--- config.mk ---
export PLATFORM = sky130hd
export DESIGN_NAME = sadc_core
export DESIGN_NICKNAME = d
export VERILOG_FILES = /design/src/rtl/sadc_sync_edge.v /design/src/rtl/sadc_timer.v /design/src/rtl/sadc_core.v
export VERILOG_INCLUDE_DIRS = /design/src /design/src/rtl
export SDC_FILE = /design/constraint.sdc
export NUM_CORES = 1
export LEC_CHECK = 0
export ABC_AREA = 1
export BUFFER_PORTS_ARGS = -buffer_cell sky130_fd_sc_hd__buf_2
export CAP_MARGIN = 20
export CORE_UTILIZATION = 55
export DETAILED_ROUTE_END_ITERATION = 10
export PLACE_DENSITY = 0.84
export SLEW_MARGIN = 20
export SYNTH_ARGS = -nofsm -noshare
export SYNTH_HDL_FRONTEND = slang
export SYNTH_SLANG_ARGS = --single-unit
--- constraint.sdc ---
create_clock -name sys_clk_in -period 4.9 [get_ports sys_clk_in]
set_clock_uncertainty 0.15 [all_clocks]
set_input_delay 0 -clock sys_clk_in [delete_from_list [all_inputs] [get_ports sys_clk_in]]
set_output_delay 0 -clock sys_clk_in [all_outputs]
set_load 0.02 [all_outputs]
--- src/rtl/sadc_defs.vh ---
// sadc_defs.vh: constants for the serial converter readout block
// assumes a 25 MHz system clock; times are in ns unless named otherwise
`ifndef SADC_DEFS_VH
`define SADC_DEFS_VH

`define SADC_CLK_PERIOD_NS 40
`define SADC_RESULT_BITS 12
`define SADC_CONVERSION_TIME_NS 1400
`define SADC_ACQUISITION_TIME_NS 600
`define SADC_THROUGHPUT_PERIOD_NS 2000
`define SADC_STROBE_MIN_PULSE_NS 10
`define SADC_CLOCK_AFTER_STROBE_SETUP_NS 10
`define SADC_STROBE_QUIET_TIME_NS 15
`define SADC_WAKE_NAP_NS 50
`define SADC_WAKE_SLEEP_US 1100
// least times round up to whole cycles
`define SADC_CONVERT_STROBE_CYCLES ((`SADC_CONVERSION_TIME_NS + `SADC_CLK_PERIOD_NS - 1) / `SADC_CLK_PERIOD_NS)
`define SADC_WAKE_NAP_CYCLES ((`SADC_WAKE_NAP_NS + `SADC_CLK_PERIOD_NS - 1) / `SADC_CLK_PERIOD_NS)
`define SADC_WAKE_SLEEP_CYCLES ((`SADC_WAKE_SLEEP_US * 1000 + `SADC_CLK_PERIOD_NS - 1) / `SADC_CLK_PERIOD_NS)
`define SADC_NAP_PULSES 2
`define SADC_SLEEP_PULSES 4

`endif

--- src/rtl/sadc_sync_edge.v ---
// sadc_sync_edge.v: two-flop synchroniser with edge detection
// assumes an asynchronous pin input and a synchronous active-high reset
`timescale 1ns/1ps
`default_nettype none
module sadc_sync_edge (
  // clock and reset
  input wire sys_clk_in,
  input wire rst_in,
  // pin and decoded level and edges
  input wire pin_in,
  output wire level_out,
  output wire rise_out,
  output wire fall_out
);
  reg meta_reg;
  reg sync_reg;
  reg last_reg;

  // the first flop feeds only the second, so no logic sees a metastable value
  always @(posedge sys_clk_in) begin
    if (rst_in) begin
      meta_reg <= 1'b0;
      sync_reg <= 1'b0;
      last_reg <= 1'b0;
    end else begin
      meta_reg <= pin_in;
      sync_reg <= meta_reg;
      last_reg <= sync_reg;
    end
  end

  assign level_out = sync_reg;
  assign rise_out = sync_reg & ~last_reg;
  assign fall_out = ~sync_reg & last_reg;
endmodule
`default_nettype wire

--- src/rtl/sadc_timer.v ---
// sadc_timer.v: load-and-count-down timer with a done level
// assumes load and count value come from logic on the same clock
`timescale 1ns/1ps
`default_nettype none
module sadc_timer #(
  parameter WIDTH = 16
) (
  // clock and reset
  input wire sys_clk_in,
  input wire rst_in,
  // control
  input wire load_in,
  input wire [WIDTH-1:0] count_in,
  // status
  output wire done_out
);
  reg [WIDTH-1:0] count_reg;

  always @(posedge sys_clk_in) begin
    if (rst_in) begin
      count_reg <= {WIDTH{1'b0}};
    end else if (load_in) begin
      count_reg <= count_in;
    end else if (count_reg != {WIDTH{1'b0}}) begin
      count_reg <= count_reg - {{(WIDTH-1){1'b0}}, 1'b1};
    end
  end

  assign done_out = (count_reg == {WIDTH{1'b0}});
endmodule
`default_nettype wire

--- src/rtl/sadc_core.v ---
// sadc_core.v: conversion control and serial readout of a 12-bit sampler
// assumes convert_strobe and shift clock are host pins, sampled on sys_clk_in
//
// Operation
// RL1 - a rising convert strobe starts a conversion
// RL2 - conversion is timed internally and lasts at least 1400 ns
// RL3 - host spaces conversion starts at least 2000 ns apart
// RL4 - after conversion the device naps by itself
// RL5 - serial output is high impedance while the strobe is high
// RL6 - strobe fall enables the output and shows the msb at once
// RL7 - each later shift clock fall advances to the next bit
// RL8 - bits leave msb first, lsb last
// RL9 - exactly 12 bits, then zeros on further shift clock falls
// RL10 - shifted bits belong to the conversion just finished
// RL11 - strobe low puts the sample-and-hold in tracking
// RL12 - host waits 15 ns after the twelfth fall before raising strobe
// RL13 - host keeps nap or sleep strobe pulses at least 10 ns wide
// RL14 - host raises shift clock no sooner than 10 ns after strobe fall
// RL15 - ready to convert about 50 ns after waking from nap
// RL16 - about 1.1 ms recovery after waking from sleep
// RL17 - two strobe pulses with shift clock static give nap; the code enters nap only at conversion end and leaves NAP_PULSES unused
// RL18 - four strobe pulses with shift clock static give sleep
// RL19 - one shift clock pulse wakes from nap or sleep
// RL20 - host holds strobe high for the whole minimum conversion
`timescale 1ns/1ps
`default_nettype none
`include "sadc_defs.vh"
module sadc_core #(
  parameter RESULT_BITS = `SADC_RESULT_BITS,
  parameter WAKE_SLEEP_CYCLES = `SADC_WAKE_SLEEP_CYCLES
) (
  // clock and reset
  input wire sys_clk_in,
  input wire rst_in,
  // host pins
  input wire convert_strobe_in,
  input wire shift_clk_in,
  output reg serial_out,
  output reg serial_oe_out,
  // analog side: digitised sample from the successive-approximation array
  input wire [RESULT_BITS-1:0] sample_code_in,
  output reg track_out,
  // power and status
  output reg busy_out,
  output reg nap_out,
  output reg sleep_out,
  output reg ready_out
);
  // ==========================================================
  // states
  localparam [4:0] ST_IDLE = 5'b0_0001;
  localparam [4:0] ST_CONVERT_STROBE = 5'b0_0010;
  localparam [4:0] ST_NAP = 5'b0_0100;
  localparam [4:0] ST_SLEEP = 5'b0_1000;
  localparam [4:0] ST_WAKE = 5'b1_0000;
  localparam CW = 16;
  localparam SW = 24;
  localparam [CW-1:0] CONVERT_STROBE_CYC = `SADC_CONVERT_STROBE_CYCLES;
  localparam [SW-1:0] NAP_WAKE_CYC = `SADC_WAKE_NAP_CYCLES;
  localparam [SW-1:0] SLEEP_WAKE_CYC = WAKE_SLEEP_CYCLES;
  localparam [2:0] NAP_PULSES = `SADC_NAP_PULSES;
  localparam [2:0] SLEEP_PULSES = `SADC_SLEEP_PULSES;

  // ==========================================================
  // pin synchronisers
  wire strobe_lvl;
  wire strobe_rise;
  wire strobe_fall;
  wire sck_lvl;
  wire sck_rise;
  wire sck_fall;

  sadc_sync_edge u_strobe_sync (
    .sys_clk_in(sys_clk_in),
    .rst_in(rst_in),
    .pin_in(convert_strobe_in),
    .level_out(strobe_lvl),
    .rise_out(strobe_rise),
    .fall_out(strobe_fall)
  );

  sadc_sync_edge u_sck_sync (
    .sys_clk_in(sys_clk_in),
    .rst_in(rst_in),
    .pin_in(shift_clk_in),
    .level_out(sck_lvl),
    .rise_out(sck_rise),
    .fall_out(sck_fall)
  );

  // ==========================================================
  // conversion and wake timers
  reg [4:0] state_reg;
  reg [4:0] state_next;
  wire convert_strobe_done;
  wire wake_done;
  reg convert_strobe_load;
  reg wake_load;
  reg [SW-1:0] wake_count;

  sadc_timer #(.WIDTH(CW)) u_convert_strobe_timer (
    .sys_clk_in(sys_clk_in),
    .rst_in(rst_in),
    .load_in(convert_strobe_load),
    .count_in(CONVERT_STROBE_CYC),
    .done_out(convert_strobe_done)
  );

  sadc_timer #(.WIDTH(SW)) u_wake_timer (
    .sys_clk_in(sys_clk_in),
    .rst_in(rst_in),
    .load_in(wake_load),
    .count_in(wake_count),
    .done_out(wake_done)
  );

  // ==========================================================
  // power sequence decode and readout registers
  reg [2:0] pulse_cnt_reg;
  reg from_sleep_reg;
  reg [RESULT_BITS-1:0] shift_reg;
  reg [3:0] bits_left_reg;
  reg result_ok_reg;

  // ==========================================================
  // helpers
  // true in the states where a strobe rise may start a conversion
  function is_awake;
    input [4:0] st;
    begin
      is_awake = (st == ST_IDLE) | (st == ST_WAKE);
    end
  endfunction

  // one readout step: the msb leaves and a zero enters at the bottom
  function [RESULT_BITS-1:0] shift_step;
    input [RESULT_BITS-1:0] word;
    begin
      shift_step = {word[RESULT_BITS-2:0], 1'b0};
    end
  endfunction

  // a conversion is accepted only when powered; a rise in nap counts toward sleep
  wire start_ok = strobe_rise & is_awake(state_reg); // RL1

  always @* begin
    state_next = state_reg;
    convert_strobe_load = 1'b0;
    wake_load = 1'b0;
    wake_count = NAP_WAKE_CYC;
    case (state_reg)
      ST_IDLE: begin
        if (strobe_rise) begin
          convert_strobe_load = 1'b1; // RL2
          state_next = ST_CONVERT_STROBE; // RL1
        end
      end
      ST_CONVERT_STROBE: begin
        // the conversion timer on sys_clk_in ends the conversion, then nap without host help
        if (convert_strobe_done) begin
          state_next = ST_NAP; // RL4
        end
      end
      ST_NAP: begin
        if (sck_rise) begin
          wake_load = 1'b1; // RL19
          wake_count = NAP_WAKE_CYC; // RL15
          state_next = ST_WAKE;
        end else if (strobe_rise && pulse_cnt_reg == SLEEP_PULSES - 3'd1) begin
          state_next = ST_SLEEP; // RL18
        end
      end
      ST_SLEEP: begin
        if (sck_rise) begin
          wake_load = 1'b1; // RL19
          wake_count = SLEEP_WAKE_CYC; // RL16
          state_next = ST_WAKE;
        end
      end
      ST_WAKE: begin
        // a strobe during recovery still converts; accuracy is the host's worry
        if (strobe_rise) begin
          convert_strobe_load = 1'b1;
          state_next = ST_CONVERT_STROBE;
        end else if (wake_done) begin
          state_next = ST_IDLE;
        end
      end
      default: begin
        state_next = ST_IDLE;
      end
    endcase
  end

  // ==========================================================
  // state, pulse counter and readout
  always @(posedge sys_clk_in) begin
    if (rst_in) begin
      state_reg <= ST_IDLE;
      pulse_cnt_reg <= 3'd0;
      from_sleep_reg <= 1'b0;
      shift_reg <= {RESULT_BITS{1'b0}};
      bits_left_reg <= 4'd0;
      result_ok_reg <= 1'b0;
    end else begin
      state_reg <= state_next;
      if (state_reg == ST_SLEEP) begin
        from_sleep_reg <= 1'b1;
      end else if (state_reg == ST_IDLE) begin
        from_sleep_reg <= 1'b0;
      end
      // strobe pulses are counted only while the shift clock stays static
      if (sck_rise | sck_fall | start_ok) begin
        pulse_cnt_reg <= 3'd0;
      end else if (strobe_rise && pulse_cnt_reg != SLEEP_PULSES) begin
        pulse_cnt_reg <= pulse_cnt_reg + 3'd1; // RL17
      end
      // capture at conversion end so readout has no latency
      if (state_reg == ST_CONVERT_STROBE && convert_strobe_done) begin
        shift_reg <= sample_code_in; // RL10
        result_ok_reg <= 1'b1;
      end else if (strobe_fall) begin
        bits_left_reg <= RESULT_BITS[3:0]; // RL6
      end else if (sck_fall && !strobe_lvl) begin
        shift_reg <= shift_step(shift_reg); // RL7 RL8
        if (bits_left_reg != 4'd0) begin
          bits_left_reg <= bits_left_reg - 4'd1;
        end
      end
      if (strobe_rise) begin
        result_ok_reg <= 1'b0;
      end
    end
  end

  // ==========================================================
  // registered outputs
  always @(posedge sys_clk_in) begin
    if (rst_in) begin
      serial_out <= 1'b0;
      serial_oe_out <= 1'b0;
      track_out <= 1'b1;
      busy_out <= 1'b0;
      nap_out <= 1'b0;
      sleep_out <= 1'b0;
      ready_out <= 1'b1;
    end else begin
      serial_oe_out <= ~strobe_lvl & ~strobe_rise; // RL5 RL6
      // shift_reg fills with zeros, so bits past the twelfth read zero
      serial_out <= strobe_lvl ? 1'b0 : shift_reg[RESULT_BITS-1]; // RL9
      track_out <= ~strobe_lvl; // RL11
      busy_out <= (state_next == ST_CONVERT_STROBE);
      nap_out <= (state_next == ST_NAP);
      sleep_out <= (state_next == ST_SLEEP);
      ready_out <= (state_next == ST_IDLE);
    end
  end
endmodule
`default_nettype wire

==> key figures <==
Power and ir drop
  • Switching Fraction: between 40% and 50%
  • P_leak: just over 2 nW
  • Switch Pwr: about 1.4 mW
  • Clock power share: approximately 15%
  • Maximum vdd drop: 0.425 mV
  • Internal power: approximately 1.5 mW
  • Share of power burned in registers: 30.8%
  • PwrDens: approximately 680 nW/um2
  • Combinational power share: between 50% and 60%

Clocking
  • Number of H-tree levels: 3
  • Worst-Skew Late Latency: approximately 360 ps
  • CTS Buffer Depth: 2
  • Sink Count: between 70 and 80
  • Post-CTS Resized: 0
  • Worst-path clk slew: ~80 ps
  • Post-CTS Hold Buffers: 16
  • Post-CTS Setup Bufs: 0
  • TritonCTS Buffers: 9
  • CTS tree: done
  • CTS root buf: clkbuf_8

STA
  • Fin crit period: 2380 ps
  • F_max: 420 MHz
  • Setup TNS Final: 0 ps
  • RSZ-0062 raised after global routing: false
  • Fin. Hold Viols: 0
  • Finish-stage setup viols: 0
  • Max-slew violations: 0
  • Slew @ Worst Pin: around 730 ps
  • Relative slew slack: between 50% and 60%
  • Crit share post-route: between 40% and 50%

Cells and area
  • Antenna cells: 0
  • FILL cells: around 540
  • Fin nets: between 600 and 700
  • Number of flip-flops in the largest register: 24
  • Fraction of layout cells with a size suffix above 1: 10.3%
  • Layout area overhead: 12.4%
  • Finished Cell Area: 4290 um2
  • Final core utilization: between 60% and 70%
  • Final Non-Filler Cells: 697

Drt
  • Initial DRC count: about 260
  • Routed Antenna Nets: 0
  • Via count: 3755
  • Post-Route WL: 8920 um
  • DRT Pass-1 Iters: 4
  • Drt drc: 0
  • Via/cell ratio: roughly 5.4
  • Drt wl/cell: about 13 um

Synth
  • Post-Syn Area: 3810 um2
  • Synth area leaders: dfxtp_1 38%, nand2_1 13%, nor2_1 12%
  • FF+latch count, synth: 73
  • Post-synthesis cell count: 579
  • Post-synth ARST share: 0%
  • Top-area cell type share of the netlist area: between 30% and 40%
  • Syn. warnings: 0
  • Main synth FF type: dfxtp_1
  • Synth cell count leaders: 131 x nand2_1, 126 x nor2_1, 73 x dfxtp_1
  • Area leader, netlist: dfxtp_1
  • Post-synth EDFFs: 0
  • Most frequent cell after synthesis: nand2_1
  • Syn nets: 602
  • Post-synth cell types: 29
  • Syn Area/Cell: 6.58 um2
  • Seq/Total Area, Yosys: 38.3%

Worst setup path
  • Startpoint Class: input pin
  • CP Data Required Time: approximately 5000 ps
  • Setup crit end kind: flop
  • CP Class: input pin to flop
  • Arr. time, crit path: 2440 ps
  • Worst-path fanout max: 35

Placed design
  • IO buf count: 22
  • DP HPWL: roughly 6000 um
  • Placed Cells incl. Taps: roughly 670
  • RePlAce Congestion: 0.951
  • Area post-placement: 3930 um2

Floorplan
  • Ports: 23
  • Die area: 7270 um2
  • Die X-Extent: between 80 and 90 um
  • Core area: 6530 um2
  • Initial core utilization: roughly 60%
  • Die height: 85.3 um
  • # rows: 29

GRT
  • Largest net degree at the start of global routing: 36
  • GRT Overall Usage: a little over a quarter
  • Initial antenna violation count: 0
  • Vias in the first global route: approximately 3.4k
  • First-pass GRT wire length: roughly 15000 um
  • Remaining global-route overflow: 0

Flow run
  • Max Cap Viol: 0

Min path
  • Hold crit path type: input pin to flop

Status
  • Status: completed
## through the flow
stage	hold slack, ps	power [mW]	worst slack, ps
after floorplan	-43.0	2.13	3230
after global placement	52.9	2.38	2770
after detailed placement	58.6	2.43	2700
after CTS	233	2.90	2560
after global routing	258	3.19	2320
final	247	2.93	2520
## metal layers
metal	up-vias	global-route usage, %	part of all wire [%]
met4	0	9.09	1.5
met3	15	6.91	7.0
met2	139	43.2	47
met5	-	0	0
li1	1895	-	-
met1	1706	34.2	44
## worst max-delay path, stage by stage
cell	delay, ps
dlygate4sd3_1	530
buf_2	530
clkinv_1	670
nand2_1	580
a211oi_1	100
## power groups by stage
stage	logic [mW]	registers [mW]	clock network, mW
floorplan	1.26	0.869	0
global placement	1.48	0.902	0
detailed placement	1.52	0.908	0
CTS	1.55	0.896	0.457
global route	1.78	0.920	0.485
finish	1.58	0.903	0.450
## path summary, 6_finish.rpt
| kind | start | endpoint | slack [ps] | cells past startpoint |
|---|---|---|---|---|
| worst max register to register | u_sck_sync.level_out | shift_reg[6] | 2600 | 10 |
| worst min register to register | u_sck_sync.meta_reg | u_sck_sync.level_out | 250 | 2 |
| worst min-delay path | sample_code_in[7] | shift_reg[7] | 250 | 4 |
| worst max-delay path | rst_in | u_convert_strobe_timer.count_reg[3] | 2520 | 5 |
## layout make-up
type | count | area (um2) | area share, %
Clock inverter | 4 | 26.3 | 0.613
Multi-Input combinational cell | 424 | 2010 | 46.8
Sequential cell | 73 | 1460 | 34.1
Clock buffer | 12 | 165 | 3.85
Timing Repair Buffer | 38 | 270 | 6.31
Tap cell | 77 | 96.3 | 2.25
Inverter | 69 | 259 | 6.04
## cell families (layout without fill, tap and decap cells)
logic type | count (synthesis) | after routing | synth area share [%]
AND/OR/NAND/NOR | 356 | 356 | 40.6
adder cells (fa/ha/maj) | 7 | 7 | 2.30
AO/OA/AOI/OAI | 47 | 47 | 6.53
flip-flops | 73 | 73 | 38.3
buffers and inverters | 82 | 123 | 9.03
XOR/XNOR | 14 | 14 | 3.22
## layout by cell type (no fill, tap or decap), drive strengths merged
master       count
xnor2            7
clkinv           4
dlygate4sd3     16
dfxtp           73
or2              3
nor3            12
ha               7
xor2             7
a211oi           2
nand3           49
clkbuf          12
a21o             2
nand3b           4
o21ai           23
nor2           137
nand2          137
a21oi           20
inv             68
nand4           14
buf             22
clkinvlp         1
Power figures use the tool's default switching activity.
